$ cat src/design/opaddr_cfg.svh
// constants for the operand address generator: field positions, space bounds
// assumes nothing; definitions only
`ifndef OPADDR_CFG_SVH
`define OPADDR_CFG_SVH
`define SPECIAL_FUNCTION_REGISTER_BASE 8'h80
`define BIT_RAM_BYTE_BASE 8'h20
`define BIT_SPECIAL_BYTE_MASK 8'hF8
`define BIT_AREA_SEL 7
`define BIT_BYTE_MSB 6
`define BIT_BYTE_LSB 3
`define BIT_POS_MSB 2
`define REG_SEL_LSB 0
`define REG_SEL_MSB 2
`define PTR_SEL_BIT 0
`define BANK_ADDR_SHIFT 3
`define RESET_SYNC_STAGES 2
`endif

$ cat src/design/opaddr_pkg.sv
// types shared by the operand address generator files
// assumes opaddr_cfg.svh for numeric constants
package opaddr_pkg;
    typedef enum logic [7:0] {
        MODE_DIRECT = 8'h01,
        MODE_IND8 = 8'h02,
        MODE_IND16 = 8'h04,
        MODE_REG = 8'h08,
        MODE_IMPLIED = 8'h10,
        MODE_IMM = 8'h20,
        MODE_INDEXED = 8'h40,
        MODE_BIT = 8'h80
    } addr_mode_t;

    typedef enum logic [3:0] {
        SPACE_NONE = 4'h1,
        SPACE_IRAM = 4'h2,
        SPACE_SPECIAL_FUNCTION_REGISTER = 4'h4,
        SPACE_XRAM = 4'h8
    } space_t;

    typedef enum logic [2:0] {
        SPACE_CODE_NO = 3'h1,
        SPACE_CODE_RD = 3'h2,
        SPACE_ACC = 3'h4
    } aux_t;

    typedef struct packed {
        addr_mode_t mode;
        logic [7:0] field;
        logic [2:0] reg_sel;
        logic [1:0] bank;
        logic [7:0] acc;
        logic [15:0] data_pointer_register;
        logic [7:0] ptr0;
        logic [7:0] ptr1;
    } op_req_t;

    typedef struct packed {
        space_t space;
        logic code_rd;
        logic use_acc;
        logic imm_valid;
        logic [7:0] imm;
        logic [15:0] addr;
        logic bit_valid;
        logic [2:0] bit_pos;
    } op_ans_t;
endpackage : opaddr_pkg

$ cat src/design/operand_address_modes.sv
// operand address generator for a pipelined 8-bit core
// assumes a decoder supplies mode and fields, and register values are current
`timescale 1ns/100ps
`include "opaddr_cfg.svh"

// What this block does
// RULE1: direct mode takes an 8-bit field, reaching only internal RAM or special registers.
// RULE2: 8-bit indirect takes its address from bank register 0 or 1.
// RULE3: 16-bit indirect uses the whole data pointer as address.
// RULE4: register mode names one of eight bank registers, no address field.
// RULE5: implied-register instructions act on the accumulator, no operand decoding.
// RULE6: immediate mode passes the instruction byte as data, not address.
// RULE7: indexed mode reads program memory at data pointer plus accumulator.
// RULE8: bit mode picks one bit of a 256-bit space.
// RULE9: low external reset resets the block; pin pulled high when undriven.
// RULE10: bit space is 128 RAM bits plus bit-addressable special registers.
// RULE11: external RAM moves only to or from accumulator, indirect only.
// RULE12: direct addresses from 0x80 up select special registers, lower ones RAM.
module operand_address_modes (
    // clock and reset
    input wire logic clk_sys_in,
    input wire logic rst_b_in,
    // decoded instruction and register values
    input wire logic req_valid_in,
    input wire opaddr_pkg::op_req_t req_in,
    input wire logic xdata_in,
    // answer to execution unit and memories
    output logic ans_valid_out,
    output opaddr_pkg::op_ans_t ans_out,
    output logic illegal_out
);
    logic rst_sync_b;
    opaddr_pkg::op_ans_t sel_ans;
    opaddr_pkg::op_ans_t ans;
    logic ans_valid;
    logic illegal;

    // release is retimed so no flop sees reset end mid-edge
    reset_sync #(
        .STAGES(`RESET_SYNC_STAGES)
    ) u_reset_sync (
        .clk_sys_in(clk_sys_in),
        .rst_b_in(rst_b_in),
        .rst_sync_b_out(rst_sync_b)
    );

    // request fields under their own names
    wire opaddr_pkg::addr_mode_t mode = req_in.mode;
    wire logic [7:0] field = req_in.field;
    wire logic [2:0] reg_idx = req_in.reg_sel[`REG_SEL_MSB:`REG_SEL_LSB];
    wire logic [1:0] bank = req_in.bank;
    wire logic [7:0] acc = req_in.acc;
    wire logic [15:0] data_pointer_register = req_in.data_pointer_register;
    wire logic [7:0] ptr0 = req_in.ptr0;
    wire logic [7:0] ptr1 = req_in.ptr1;

    wire logic is_ind8 = (mode == opaddr_pkg::MODE_IND8);
    wire logic is_ind16 = (mode == opaddr_pkg::MODE_IND16);
    wire logic mode_legal = $onehot(mode);

    // direct: upper half of the byte map is special registers
    wire logic direct_is_special = (field >= `SPECIAL_FUNCTION_REGISTER_BASE); // RULE12
    wire opaddr_pkg::space_t direct_space = direct_is_special ? opaddr_pkg::SPACE_SPECIAL_FUNCTION_REGISTER
                                                              : opaddr_pkg::SPACE_IRAM; // RULE12
    wire opaddr_pkg::op_ans_t direct_ans = '{
        space: direct_space,
        code_rd: 1'b0,
        use_acc: 1'b0,
        imm_valid: 1'b0,
        imm: 8'h00,
        addr: {8'h00, field}, // RULE1
        bit_valid: 1'b0,
        bit_pos: 3'h0
    };

    wire logic [7:0] ind8_addr = reg_idx[`PTR_SEL_BIT] ? ptr1 : ptr0; // RULE2
    wire opaddr_pkg::space_t ind8_space = xdata_in ? opaddr_pkg::SPACE_XRAM : opaddr_pkg::SPACE_IRAM; // RULE11
    wire opaddr_pkg::op_ans_t ind8_ans = '{
        space: ind8_space,
        code_rd: 1'b0,
        use_acc: xdata_in, // RULE11
        imm_valid: 1'b0,
        imm: 8'h00,
        addr: {8'h00, ind8_addr}, // RULE2
        bit_valid: 1'b0,
        bit_pos: 3'h0
    };

    // wide pointer always means external data, never internal ram
    wire opaddr_pkg::op_ans_t ind16_ans = '{
        space: opaddr_pkg::SPACE_XRAM,
        code_rd: 1'b0,
        use_acc: 1'b1, // RULE11
        imm_valid: 1'b0,
        imm: 8'h00,
        addr: data_pointer_register, // RULE3
        bit_valid: 1'b0,
        bit_pos: 3'h0
    };

    wire logic [7:0] reg_addr = ({6'h00, bank} << `BANK_ADDR_SHIFT) | {5'h00, reg_idx}; // RULE4
    wire opaddr_pkg::op_ans_t reg_ans = '{
        space: opaddr_pkg::SPACE_IRAM,
        code_rd: 1'b0,
        use_acc: 1'b0,
        imm_valid: 1'b0,
        imm: 8'h00,
        addr: {8'h00, reg_addr},
        bit_valid: 1'b0,
        bit_pos: 3'h0
    };

    wire opaddr_pkg::op_ans_t implied_ans = '{
        space: opaddr_pkg::SPACE_NONE,
        code_rd: 1'b0,
        use_acc: 1'b1, // RULE5
        imm_valid: 1'b0,
        imm: 8'h00,
        addr: 16'h0000,
        bit_valid: 1'b0,
        bit_pos: 3'h0
    };

    wire opaddr_pkg::op_ans_t imm_ans = '{
        space: opaddr_pkg::SPACE_NONE,
        code_rd: 1'b0,
        use_acc: 1'b0,
        imm_valid: 1'b1, // RULE6
        imm: field,
        addr: 16'h0000,
        bit_valid: 1'b0,
        bit_pos: 3'h0
    };

    // sum wraps at 16 bits; a table may not cross the top of code
    wire logic [15:0] indexed_addr = data_pointer_register + {8'h00, acc}; // RULE7
    wire opaddr_pkg::op_ans_t indexed_ans = '{
        space: opaddr_pkg::SPACE_NONE,
        code_rd: 1'b1, // RULE7
        use_acc: 1'b0,
        imm_valid: 1'b0,
        imm: 8'h00,
        addr: indexed_addr,
        bit_valid: 1'b0,
        bit_pos: 3'h0
    };

    // low half: ram bytes from 0x20, high half: every eighth special register
    wire logic bit_in_special = field[`BIT_AREA_SEL]; // RULE10
    wire logic [7:0] bit_ram_byte = `BIT_RAM_BYTE_BASE + {4'h0, field[`BIT_BYTE_MSB:`BIT_BYTE_LSB]}; // RULE10
    wire logic [7:0] bit_special_byte = field & `BIT_SPECIAL_BYTE_MASK; // RULE10
    wire logic [7:0] bit_byte = bit_in_special ? bit_special_byte : bit_ram_byte; // RULE8
    wire opaddr_pkg::space_t bit_space = bit_in_special ? opaddr_pkg::SPACE_SPECIAL_FUNCTION_REGISTER
                                                        : opaddr_pkg::SPACE_IRAM; // RULE10
    wire opaddr_pkg::op_ans_t bit_ans = '{
        space: bit_space,
        code_rd: 1'b0,
        use_acc: 1'b0,
        imm_valid: 1'b0,
        imm: 8'h00,
        addr: {8'h00, bit_byte},
        bit_valid: 1'b1, // RULE8
        bit_pos: field[`BIT_POS_MSB:0]
    };

    // external data only through indirect pointers, with the accumulator
    wire logic xdata_ok = is_ind8 || is_ind16; // RULE11
    wire logic xdata_bad = xdata_in && !xdata_ok;
    wire logic refuse = !mode_legal || xdata_bad;
    // a refused request touches no memory
    wire opaddr_pkg::op_ans_t refused_ans = '{
        space: opaddr_pkg::SPACE_NONE,
        code_rd: 1'b0,
        use_acc: 1'b0,
        imm_valid: 1'b0,
        imm: 8'h00,
        addr: 16'h0000,
        bit_valid: 1'b0,
        bit_pos: 3'h0
    };

    always_comb begin
        sel_ans = refused_ans;
        unique case (mode)
            opaddr_pkg::MODE_DIRECT: begin
                sel_ans = direct_ans; // RULE1
            end
            opaddr_pkg::MODE_IND8: begin
                sel_ans = ind8_ans; // RULE2
            end
            opaddr_pkg::MODE_IND16: begin
                sel_ans = ind16_ans; // RULE3
            end
            opaddr_pkg::MODE_REG: begin
                sel_ans = reg_ans; // RULE4
            end
            opaddr_pkg::MODE_IMPLIED: begin
                sel_ans = implied_ans; // RULE5
            end
            opaddr_pkg::MODE_IMM: begin
                sel_ans = imm_ans; // RULE6
            end
            opaddr_pkg::MODE_INDEXED: begin
                sel_ans = indexed_ans; // RULE7
            end
            opaddr_pkg::MODE_BIT: begin
                sel_ans = bit_ans; // RULE8
            end
            default: begin
                sel_ans = refused_ans;
            end
        endcase
        if (xdata_bad) begin
            sel_ans = refused_ans; // RULE11
        end
    end

    // answer holds between requests so memories see a steady address
    wire opaddr_pkg::op_ans_t next_ans = req_valid_in ? sel_ans : ans;

    // one register stage, matching the core pipeline
    always_ff @(posedge clk_sys_in or negedge rst_sync_b) begin
        if (!rst_sync_b) begin
            ans <= '0; // RULE9
            ans_valid <= 1'b0;
            illegal <= 1'b0;
        end else begin
            ans <= next_ans;
            ans_valid <= req_valid_in && !refuse;
            illegal <= req_valid_in && refuse;
        end
    end

    assign ans_out = ans;
    assign ans_valid_out = ans_valid;
    assign illegal_out = illegal;
endmodule : operand_address_modes

$ cat src/design/reset_sync.sv
// reset conditioner for the external reset input
// assumes the pad keeps the pin high through its pull-up when undriven
`timescale 1ns/100ps
module reset_sync #(
    parameter int STAGES = 2
) (
    // clock and raw reset
    input wire logic clk_sys_in,
    input wire logic rst_b_in,
    // conditioned reset
    output logic rst_sync_b_out
);
    logic [STAGES-1:0] chain;

    // async assert, synchronous release
    always_ff @(posedge clk_sys_in or negedge rst_b_in) begin
        if (!rst_b_in) begin
            chain <= '0; // RULE9
        end else begin
            chain <= {chain[STAGES-2:0], 1'b1};
        end
    end

    assign rst_sync_b_out = chain[STAGES-1];
endmodule : reset_sync

$ cat config.mk
export PLATFORM = sky130hd
export DESIGN_NAME = operand_address_modes
export DESIGN_NICKNAME = d
export VERILOG_FILES = /design/src/design/opaddr_pkg.sv /design/src/design/operand_address_modes.sv /design/src/design/reset_sync.sv
export VERILOG_INCLUDE_DIRS = /design/src /design/src/design
export SDC_FILE = /design/constraint.sdc
export NUM_CORES = 1
export LEC_CHECK = 0
export BUFFER_PORTS_ARGS = -buffer_cell sky130_fd_sc_hd__clkbuf_2
export CELL_PAD_IN_SITES_DETAIL_PLACEMENT = 1
export CELL_PAD_IN_SITES_GLOBAL_PLACEMENT = 1
export CORE_UTILIZATION = 32
export DETAILED_ROUTE_END_ITERATION = 10
export PLACE_DENSITY = 0.67
export SLEW_MARGIN = 40
export SYNTH_ARGS = -nofsm -noshare
export SYNTH_HDL_FRONTEND = slang
export SYNTH_HIERARCHICAL = 1
export SYNTH_SLANG_ARGS = --single-unit
$ cat constraint.sdc
create_clock -name clk_sys_in -period 2.15 [get_ports clk_sys_in]
set_input_delay 0.1075 -clock clk_sys_in [delete_from_list [all_inputs] [get_ports clk_sys_in]]
set_output_delay 0.1075 -clock clk_sys_in [all_outputs]
set_load 0.03 [all_outputs]
==> results of run 1 <==
## sequential cells by signal (all words and copies together) (netlist names)
register and count:
ans_valid_out 1, u_reset_sync/chain 2, illegal_out 1, ans_out 35
## final cells by class
| class | instances | area (sq um) |
|---|---|---|
| Tap cell | 108 | 135.1 |
| Fill cell | 1047 | 4868 |
| Timing Repair Buffer | 135 | 779.5 |
| Multi-Input combinational cell | 221 | 1800 |
| Clock inverter | 3 | 47.55 |
| Sequential cell | 39 | 975.9 |
| Clock buffer | 5 | 68.82 |
| Inverter | 22 | 87.58 |
## what timing repair did
| action | in CTS | in global routing |
|---|---|---|
| hold endpoints to repair | 2 | 0 |
| buffers inserted | 2 | 2 |
| hold buffers | 1 | 0 |
| setup endpoints to repair | 2 | 2 |
| pin swaps | 1 | 1 |
| gates resized for setup | 3 | 7 |
## cell families after synthesis
group	after synthesis	share of synthesized area
other	1	0.001292
DFF	39	0.3364
and+or+nand+nor	79	0.1583
muxes	10	0.03752
AOI/OAI and AO/OA	106	0.2988
xor gates and xnor gates	6	0.01811
buffers and inverters	35	0.05476
adders and majority gates	19	0.09487
## synth_stat cells, types with 7 or more instances
master,count,share of area
sky130_fd_sc_hd__inv_1,22,0.028
sky130_fd_sc_hd__a22o_1,10,0.030
sky130_fd_sc_hd__a32o_1,8,0.028
sky130_fd_sc_hd__a21oi_1,11,0.019
sky130_fd_sc_hd__o2bb2ai_1,9,0.027
sky130_fd_sc_hd__mux2_2,7,0.027
sky130_fd_sc_hd__ha_1,14,0.060
sky130_fd_sc_hd__nand2_1,29,0.038
sky130_fd_sc_hd__nor2_1,14,0.018
sky130_fd_sc_hd__dfrtp_1,39,0.34
sky130_fd_sc_hd__a22oi_1,9,0.023
## routing by layer
| layer | wire length [microns] | share of wire | global-route usage |
|---|---|---|---|
| met5 | 0 | 0 | 0 |
| met4 | 229 | 0.023 | 0.07919 |
| met3 | 353 | 0.035 | 0.02878 |
| met2 | 4837 | 0.48 | 0.3467 |
| met1 | 4608 | 0.46 | 0.2976 |
## worst paths after layout
kind	endpoint	slack (ns)	cells after the start
max in group asynchronous	ans_out[14]$_DFFE_PN0P_	1.48	1
setup / recovery	ans_valid_out$_DFF_PN0_	-0.54	13
hold / removal	ans_out[2]$_DFFE_PN0P_	0.07	2
min in group asynchronous	u_reset_sync/chain[1]$_DFF_PN0_	0.12	2
setup reg to reg	ans_out[7]$_DFFE_PN0P_	1.09	4
hold reg to reg	ans_out[9]$_DFFE_PN0P_	0.30	1
## stage by stage
stage	TNS (ns)	power, W	cell area (sq um)	hold slack [ns]	cells
floorplan	-1.460	0.001040	2928	-0.1881	295
global placement	-1.882	0.001220	3695	-0.1052	520
detailed placement	-2.204	0.001236	3695	-0.1002	520
CTS	-1.200	0.001916	3849	0.05473	531
global route	-1.258	0.002008	3895	0.06461	533
finish	-1.049	0.001913	3895	0.06621	533
## power by group through the flow
stage	clock, W	sequential [W]	combinational, W
after floorplan	0	0.000776	0.000264
after global placement	0	0.000759	0.000460
after detailed placement	0	0.000759	0.000477
after CTS	0.000669	0.000744	0.000502
after global routing	0.000692	0.000745	0.000571
final	0.000649	0.000744	0.000519
==> results.md, run 1 <==
| Result | Value |
|:---|:---|
| Outcome | finished, violations left |
| Violations in the final reports | negative setup slack |
| Worst Max-Slew Pin Slew | 0.5472 ns |
| Gr ovfl total | 0 |
| Detail Route Antenna Nets | 0 |
| Kind of start point of the critical path | input pin |
| Dominant register cell in the synthesized netlist | sky130_fd_sc_hd__dfrtp_1 |
| Sequential cell area fraction in the yosys report | 0.3364 |
| Max-slew headroom | 0.6328 |
| Clk buf depth | 2 |
| Diode insertion count for antenna repair | 0 |
| Maximum clock rate | 371.2 MHz |
| Worst Min Path Start | req_in[47] |
| Input/output buffers | 101 |
| Root buffer cell | sky130_fd_sc_hd__clkbuf_8 |
| Kind of end point of the critical path | flop |
| Clock-pin slew reported for the worst setup and hold paths after clock tree synthesis | 0.09 ns |
| HPWL reported at the end of detailed placement | 8.032 mm |
| Count of vias placed by the detailed router | 2973 |
| Detailed router's first-iteration violation count | 130 |
| Cell Chain, Critical Path | buf_8 -> inv_4 -> fa_1 -> fa_1 -> fa_1 -> inv_1 -> ha_2 -> inv_2 -> fa_2 -> a2111oi_4 -> a21oi_2 -> a311oi_2 -> and2_1 |
| Wire length per cell after detailed routing | 18.81 microns |
| Number of nets in the synthesized netlist | 379 |
| Overall routed net length | 10.03 mm |
| Clk sink count | 39 |
| Clock H-tree levels | 2 |
| Final core utilization | 0.4445 |
| Internal power | 0.001314 W |
| Power dissipated by switching net loads | 0.0005984 W |
| Die height | 97.22 microns |
| Overall die area | 0.009452 sq mm |
| Synth Instances | 295 |
| Worst setup startpoint | req_in[53] |
| Per-cell via count in the routed design | 5.578 |
| Yosys reg bits | 39 |
| Power Density | 491.1 mW/mm^2 |
| Ratio of cells with drive above 1 in the final layout | 0.4094 |
| Net count, final | 508 |
| Antenna violations before repair | 0 |
| Crit path DAT | 2.94 ns |
| Commonest non-fill, non-tap cells in the layout | sky130_fd_sc_hd__clkbuf_2 (99), sky130_fd_sc_hd__dfrtp_1 (39), sky130_fd_sc_hd__buf_4 (33), sky130_fd_sc_hd__nand2_1 (29), sky130_fd_sc_hd__inv_1 (18) |
| Number of global-route vias before repair | 3100 |
| Final Hold Fails | 0 |
| Setup slack of the critical path after layout | -0.5440 ns |
| Initial core utilization | 0.3311 |
| Fin crit share | 1.253 |
| Class of the most critical setup path | input pin to flop |
| Count of standard-cell rows | 34 |
| IR drop worst, VDD | 0.3014 mV |
| I/O pin cnt | 102 |
| Warnings, synthesis | 6 |
| Standby leakage power | 1.847 nW |
| Clock buffer count from CTS | 5 |
| Switching portion of total power | 0.3128 |
| Logic pwr share | 0.271 |
| Most common cell on crit path | sky130_fd_sc_hd__fa_1 |
| Worst-skew pair later-pin latency | 0.30 ns |
| Total of endpoints with negative setup slack in the final report | 2 |
| Class of the tightest hold or removal check | input pin to flop |
| Maximum number of pins on one net before global-route repair | 38 |
| Area growth, synth to finish | 34.24% |
| Max Cap Viol | 0 |
| Iteration count of the initial detailed-routing pass | 5 |
| Wire length of the first global-routing pass | 16.28 mm |
| Largest driver fanout on the critical path | 2 |
| Required time reported for the critical path endpoint | 2.39 ns |
| Leading cell type in the layout, fill and taps excluded | sky130_fd_sc_hd__clkbuf_2 |
| Async S/R FF share, synth | 1.000 |
| Clk_skew | 0.005789 ns |
| Die width | 97.22 microns |
| Minimum period implied by the final worst setup slack | 2.694 ns |
| Final weighted congestion in routability-driven placement | 0.8797 |
| Post-synth EDFFs | 0 |
| Reg2reg start | ans_out[7]$_DFFE_PN0P_ |
| DRC errors left | 0 |
| Final max-slew violation count | 0 |
| Critical path's top delay family | adder cells |
| Floorplan Core Area | 0.008763 sq mm |
| Part of the power in the clock network | 0.339 |
| Post-synthesis area per instance | 9.836 sq um |
| Slowest cell on crit path | sky130_fd_sc_hd__fa_1 |
| Number of buffer and inverter stages on the critical path | 4 |
| Register share of total power | 0.389 |
| Clock tree from TritonCTS | done |
| Post-Synthesis Cell Area | 0.002902 sq mm |
| Slowest cell delay on critical path | 0.54 ns |
| RSZ-0062 raised after global routing | yes |
| GRT Total Usage | 0.2161 |
| Worst slack at placement | -0.9910 ns |
| Count of unique library cells instantiated by Yosys | 66 |
No activity file was read; power rests on OpenSTA's default activity.
==> inputs of run 2 (changes only) <==
--- a/config.mk
+++ b/config.mk
@@ -6,12 +6,15 @@
 export SDC_FILE = /design/constraint.sdc
 export NUM_CORES = 1
 export LEC_CHECK = 0
+export ABC_AREA = 0
 export BUFFER_PORTS_ARGS = -buffer_cell sky130_fd_sc_hd__clkbuf_2
 export CELL_PAD_IN_SITES_DETAIL_PLACEMENT = 1
 export CELL_PAD_IN_SITES_GLOBAL_PLACEMENT = 1
 export CORE_UTILIZATION = 32
+export CTS_BUF_LIST = sky130_fd_sc_hd__clkbuf_4
 export DETAILED_ROUTE_END_ITERATION = 10
 export PLACE_DENSITY = 0.67
+export SKIP_CTS_REPAIR_TIMING = 1
 export SLEW_MARGIN = 40
 export SYNTH_ARGS = -nofsm -noshare
 export SYNTH_HDL_FRONTEND = slang
==> run 2 against run 1 <==
Against the previous run: the flow still finishes with violations (negative setup slack); combinational power about the same; final area down 0.42%; sequential share of layout area rose by 0.11 points; largest power group unchanged; largest cell class unchanged; utilization down 0.19 points; critical path depth unchanged; via count is 0.13% higher; non-clock buffer count grew 1; highest routed layer unchanged; maximum frequency rose by 2.3%.
==> results.md, run 2 (synthesis gave the netlist of run 1 again) <==
| Result | Value |
|:---|:---|
| Maximum clock rate | 379.8 MHz |
| Root buffer cell | sky130_fd_sc_hd__clkbuf_4 |
| Worst-skew pair later-pin latency | 0.36 ns |
| Clk_skew | 0.009677 ns |
| Final Hold Fails | 0 |
| Net count, final | 509 |
| Max Cap Viol | 0 |
| Crit path DAT | 2.94 ns |
| Total of endpoints with negative setup slack in the final report | 2 |
| Gr ovfl total | 0 |
| Power Density | 464.6 mW/mm^2 |
| Initial core utilization | 0.3311 |
| GRT Total Usage | 0.2137 |
| Final weighted congestion in routability-driven placement | 0.8797 |
| Outcome | finished, violations left |
| Input/output buffers | 101 |
| Iteration count of the initial detailed-routing pass | 4 |
| Placed inst area | 0.003695 sq mm |
| Required time reported for the critical path endpoint | 2.46 ns |
| Violations in the final reports | negative setup slack |
| Kind of end point of the critical path | flop |
| I/O pin cnt | 102 |
| Clock H-tree levels | 2 |
| Reg2reg start | ans_out[7]$_DFFE_PN0P_ |
| Overall routed net length | 9.975 mm |
| Clk sink count | 39 |
| Ratio of cells with drive above 1 in the final layout | 0.4038 |
| Detailed router's first-iteration violation count | 141 |
| Floorplan Core Area | 0.008763 sq mm |
| Die height | 97.22 microns |
| Critical Path Sink | ans_valid_out$_DFF_PN0_ |
| Clock tree from TritonCTS | done |
| Power Total | 0.001802 W |
| Internal reg-to-reg setup slack | 1.10 ns |
| Wire length per cell after detailed routing | 18.68 microns |
| Largest driver fanout on the critical path | 2 |
| Count of vias placed by the detailed router | 2977 |
| Antenna violations before repair | 0 |
| Reg2reg path depth | 4 |
| Leading cell type in the layout, fill and taps excluded | sky130_fd_sc_hd__clkbuf_2 |
| Minimum period implied by the final worst setup slack | 2.633 ns |
| Per-cell via count in the routed design | 5.575 |
| IR drop worst, VDD | 0.3033 mV |
| Maximum number of pins on one net before global-route repair | 38 |
| Diode insertion count for antenna repair | 0 |
| Worst Max-Slew Pin Slew | 0.5309 ns |
| Detail Route Antenna Nets | 0 |
| HPWL reported at the end of detailed placement | 8.032 mm |
| Final cell area excluding filler cells | 0.003879 sq mm |
| Worst setup startpoint | req_in[53] |
| Overall die area | 0.009452 sq mm |
| Kind of start point of the critical path | input pin |
| Class of the tightest hold or removal check | input pin to flop |
| Clock buffer count from CTS | 5 |
| Die width | 97.22 microns |
| Number of flip-flops under the largest register name | 35 |
| Standby leakage power | 1.836 nW |
| Area growth, synth to finish | 33.68% |
| DRC errors left | 0 |
| Worst hold path depth | 2 |
| Class of the most critical setup path | input pin to flop |
| Max-slew headroom | 0.6437 |
| Count of standard-cell rows | 34 |
| Endpoint of the worst-slack reg-to-reg timing path | ans_out[7]$_DFFE_PN0P_ |
| Setup slack of the critical path after layout | -0.4828 ns |
| Worst hold slack across all endpoints | 0.01703 ns |
| Final-layout fill cell count | 1045 |
| Wire length of the first global-routing pass | 16.09 mm |
| Number of global-route vias before repair | 3067 |
| Fin crit share | 1.225 |
| RSZ-0062 raised after global routing | yes |
| Final max-slew violation count | 0 |
| Clock-pin slew reported for the worst setup and hold paths after clock tree synthesis | 0.14 ns |
| Worst Min Path Start | req_in[46] |
| Commonest non-fill, non-tap cells in the layout | sky130_fd_sc_hd__clkbuf_2 (99), sky130_fd_sc_hd__dfrtp_1 (39), sky130_fd_sc_hd__buf_4 (31), sky130_fd_sc_hd__nand2_1 (29), sky130_fd_sc_hd__inv_1 (18) |
| Clk buf depth | 2 |
-- run 2: stage by stage --
step / utilization / TNS (ns) / cells / setup slack (ns)
after floorplan: - / -1.460 / 295 / -0.7403
after global placement: 0.4216 / -1.882 / 520 / -0.8759
after detailed placement: 0.4216 / -2.204 / 520 / -0.9910
after CTS: 0.4313 / -1.157 / 528 / -0.5994
after global routing: 0.4426 / -1.125 / 534 / -0.5899
final: 0.4426 / -0.9101 / 534 / -0.4828
-- run 2: power breakdown --
group          total [W]  switching, W  internal [W]
Sequential      0.000745    0.00000462      0.000740
Clock           0.000536      0.000285      0.000251
Combinational   0.000521      0.000297      0.000224
Total            0.00180      0.000586       0.00122
-- run 2: worst max-delay path, stage by stage --
cell	delay (ns)
sky130_fd_sc_hd__buf_8	0.08
sky130_fd_sc_hd__inv_4	0.03
sky130_fd_sc_hd__fa_1	0.54
sky130_fd_sc_hd__fa_1	0.43
sky130_fd_sc_hd__fa_1	0.45
sky130_fd_sc_hd__inv_1	0.07
sky130_fd_sc_hd__ha_2	0.18
sky130_fd_sc_hd__inv_2	0.04
sky130_fd_sc_hd__fa_2	0.36
sky130_fd_sc_hd__a2111oi_4	0.22
sky130_fd_sc_hd__a21oi_2	0.07
sky130_fd_sc_hd__a311oi_2	0.21
sky130_fd_sc_hd__and2_1	0.16
-- run 2: metal layers --
metal | vias up | routed length (microns) | track usage
met5 | - | 0 | 0
met4 | 0 | 197 | 0.06674
met3 | 14 | 408 | 0.03094
met2 | 85 | 4838 | 0.3483
met1 | 1480 | 4530 | 0.2926
li1 | 1398 | - | -
-- run 2: how the worst min path moves through the flow --
| stage | end | slack (ns) |
|---|---|---|
| 3_3_place_gp | u_reset_sync/chain[1]$_DFF_PN0_ | -0.11 |
| 3_5_place_dp | u_reset_sync/chain[0]$_DFF_PN0_ | -0.10 |
| 5_1_grt | ans_out[1]$_DFFE_PN0P_ | 0.02 |
| 6_report | ans_out[1]$_DFFE_PN0P_ | 0.02 |
| 4_1_cts | u_reset_sync/chain[0]$_DFF_PN0_ | -0.50 |
| 2_1_floorplan | u_reset_sync/chain[0]$_DFF_PN0_ | -0.19 |
-- run 2: layout make-up --
| type | count | area (sq um) | share of cell area |
|---|---|---|---|
| well taps | 108 | 135.1 | 0.03484 |
| clock inverters | 3 | 47.55 | 0.01226 |
| repair buffers | 136 | 794.5 | 0.2048 |
| flip-flops and latches | 39 | 975.9 | 0.2516 |
| clock buffers | 5 | 37.54 | 0.009677 |
| multi-input cells | 221 | 1800 | 0.4642 |
| inverters | 22 | 87.58 | 0.02258 |
==> inputs of run 3 (changes only) <==
--- a/config.mk
+++ b/config.mk
@@ -11,7 +11,7 @@
 export CELL_PAD_IN_SITES_DETAIL_PLACEMENT = 1
 export CELL_PAD_IN_SITES_GLOBAL_PLACEMENT = 1
 export CORE_UTILIZATION = 32
-export CTS_BUF_LIST = sky130_fd_sc_hd__clkbuf_4
+export CTS_BUF_LIST = sky130_fd_sc_hd__clkbuf_16
 export DETAILED_ROUTE_END_ITERATION = 10
 export PLACE_DENSITY = 0.67
 export SKIP_CTS_REPAIR_TIMING = 1
==> constraint.sdc (replaced) <==
create_clock -name clk_sys_in -period 2.5 [get_ports clk_sys_in]
set_input_delay 0.125 -clock clk_sys_in [delete_from_list [all_inputs] [get_ports clk_sys_in]]
set_output_delay 0.125 -clock clk_sys_in [all_outputs]
set_load 0.03 [all_outputs]
==> run 3 against run 2 <==
Against the previous run: the run still ends with negative setup slack left; setup slack improved by 0.19 ns; non-clock buffer count decreased by 15; sequential share of layout area is 0.21 points higher; clock-buffer cell count did not move; largest cell class unchanged.
==> results.md, run 3 (synthesis gave the netlist of run 1 again) <==
| Result | Value |
|:---|:---|
| Outcome | finished, violations left |
| Violations in the final reports | negative setup slack |
| Minimum period implied by the final worst setup slack | 2.792 ns |
| Power dissipated by switching net loads | 0.0005267 W |
| Overall routed net length | 10.01 mm |
| Wire length of the first global-routing pass | 16.35 mm |
| Ratio of cells with drive above 1 in the final layout | 0.3893 |
| Combined area of the multi-input logic cells | 0.001800 sq mm |
| Endpoint of the worst-slack reg-to-reg timing path | ans_out[7]$_DFFE_PN0P_ |
| GRT Total Usage | 0.2153 |
| Reg2reg path depth | 4 |
| Internal reg-to-reg setup slack | 1.44 ns |
| Number of global-route vias before repair | 3076 |
| Clk buf depth | 2 |
| Initial core utilization | 0.3311 |
| Iteration count of the initial detailed-routing pass | 4 |
| Register share of total power | 0.352 |
| Overall die area | 0.009452 sq mm |
| Max-slew headroom | 0.6342 |
| Standby leakage power | 1.804 nW |
| Kind of end point of the critical path | flop |
| Wire length per cell after detailed routing | 19.28 microns |
| Worst-skew pair later-pin latency | 0.28 ns |
| Root buffer cell | sky130_fd_sc_hd__clkbuf_16 |
| Max Cap Viol | 0 |
| Die height | 97.22 microns |
| Worst hold slack across all endpoints | 0.09978 ns |
| Final-layout fill cell count | 1039 |
| Clock tree from TritonCTS | done |
| Maximum number of pins on one net before global-route repair | 38 |
| Leading cell type in the layout, fill and taps excluded | sky130_fd_sc_hd__clkbuf_2 |
| Crit path DAT | 3.01 ns |
| Final Hold Fails | 0 |
| DRC errors left | 0 |
| Placed inst area | 0.003605 sq mm |
| Fin crit share | 1.117 |
| Hold worst-path end | ans_out[19]$_DFFE_PN0P_ |
| HPWL reported at the end of detailed placement | 8.109 mm |
| Worst Max-Slew Pin Slew | 0.5442 ns |
| I/O pin cnt | 102 |
| Required time reported for the critical path endpoint | 2.72 ns |
| Clock-pin slew reported for the worst setup and hold paths after clock tree synthesis | 0.06 ns |
| Internal power | 0.001296 W |
| Detail Route Antenna Nets | 0 |
| Clk_skew | 0.006053 ns |
| Input/output buffers | 101 |
| Clock H-tree levels | 2 |
| Final max-slew violation count | 0 |
| Class of the tightest hold or removal check | input pin to flop |
| Total of endpoints with negative setup slack in the final report | 2 |
| Power Density | 473.8 mW/mm^2 |
| Count of vias placed by the detailed router | 2909 |
| Detailed router's first-iteration violation count | 128 |
| Class of the most critical setup path | input pin to flop |
| IR drop worst, VDD | 0.2290 mV |
| Part of the power in the clock network | 0.410 |
| Floorplan Core Area | 0.008763 sq mm |
| Antenna violations before repair | 0 |
| Clock buffer count from CTS | 5 |
| Final cell area excluding filler cells | 0.003846 sq mm |
| Gr ovfl total | 0 |
| Area growth, synth to finish | 32.56% |
| Largest driver fanout on the critical path | 2 |
| Worst hold path depth | 3 |
| Register cell area after layout | 975.9 sq um |
| Number of flip-flops under the largest register name | 35 |
| RSZ-0062 raised after global routing | yes |
| Diode insertion count for antenna repair | 0 |
| Worst Min Path Start | req_in[31] |
| Switching portion of total power | 0.2890 |
| Reg2reg start | ans_out[7]$_DFFE_PN0P_ |
| Commonest non-fill, non-tap cells in the layout | sky130_fd_sc_hd__clkbuf_2 (98), sky130_fd_sc_hd__dfrtp_1 (39), sky130_fd_sc_hd__nand2_1 (29), sky130_fd_sc_hd__buf_4 (19), sky130_fd_sc_hd__inv_1 (18) |
| Net count, final | 494 |
| Per-cell via count in the routed design | 5.605 |
| Kind of start point of the critical path | input pin |
| Logic pwr share | 0.238 |
| Clk sink count | 39 |
| Maximum clock rate | 358.1 MHz |
| Count of standard-cell rows | 34 |
| Final weighted congestion in routability-driven placement | 0.9029 |
| Die width | 97.22 microns |
| Setup slack of the critical path after layout | -0.2925 ns |
[run 3: changes by cell type in the layout (fill, tap and decap cells not counted), sizes merged]
cell         before  now
dlygate4sd3       4    1
clkbuf          104  103
buf              33   22
[run 3: power by group through the flow]
stage	Clock [W]	Sequential, W	Combinational [W]
final	0.000747	0.000641	0.000434
after global routing	0.000797	0.000641	0.000480
after CTS	0.000765	0.000641	0.000408
after detailed placement	0	0.000653	0.000405
after global placement	0	0.000653	0.000387
after floorplan	0	0.000668	0.000227
[run 3: final cells by class]
| class | instances | area share |
|---|---|---|
| flip-flops and latches | 39 | 0.2537 |
| well taps | 108 | 0.03513 |
| multi-input cells | 221 | 0.4681 |
| clock buffers | 5 | 0.03253 |
| clock inverters | 3 | 0.01236 |
| repair buffers | 121 | 0.1753 |
| inverters | 22 | 0.02277 |
[run 3: how the worst max path moves through the flow]
| stage | slack, ns | startpoint | depth (start not counted) | end |
|---|---|---|---|---|
| after detailed placement | -0.65 | req_in[53] | 13 | ans_valid_out$_DFF_PN0_ |
| final | -0.29 | req_in[53] | 13 | ans_valid_out$_DFF_PN0_ |
| after global routing | -0.38 | req_in[53] | 13 | ans_valid_out$_DFF_PN0_ |
| after global placement | -0.54 | req_in[53] | 13 | ans_valid_out$_DFF_PN0_ |
| after floorplan | -0.41 | req_in[56] | 13 | ans_valid_out$_DFF_PN0_ |
| after CTS | -0.36 | req_in[53] | 13 | ans_valid_out$_DFF_PN0_ |
[run 3: critical path, cell delays in order]
cell and delay [ns]:
sky130_fd_sc_hd__buf_8 0.08, sky130_fd_sc_hd__inv_4 0.03, sky130_fd_sc_hd__fa_1 0.54, sky130_fd_sc_hd__fa_1 0.43, sky130_fd_sc_hd__fa_1 0.44, sky130_fd_sc_hd__inv_1 0.08
sky130_fd_sc_hd__ha_2 0.18, sky130_fd_sc_hd__inv_2 0.04, sky130_fd_sc_hd__fa_2 0.36, sky130_fd_sc_hd__a2111oi_4 0.22, sky130_fd_sc_hd__a21oi_2 0.07, sky130_fd_sc_hd__a311oi_2 0.27
sky130_fd_sc_hd__and2_1 0.16
[run 3: per-layer routing]
metal  up-vias  GRT usage  part of all wire
met2        78     0.3657              0.49
li1       1367          -                 -
met3         9    0.02590             0.044
met5         -          0                 0
met1      1455     0.2933              0.45
met4         0    0.04864             0.011
[run 3: metrics by stage]
stage,utilization,setup slack [ns],power [W],cells,TNS [ns]
detailed placement,0.4113,-0.6492,0.001058,508,-1.266
floorplan,-,-0.4078,0.0008944,295,-0.7954
global placement,0.4113,-0.5450,0.001040,508,-1.068
finish,0.4389,-0.2925,0.001822,519,-0.5460
CTS,0.4310,-0.3614,0.001814,516,-0.6863
global route,0.4389,-0.3808,0.001917,519,-0.7247
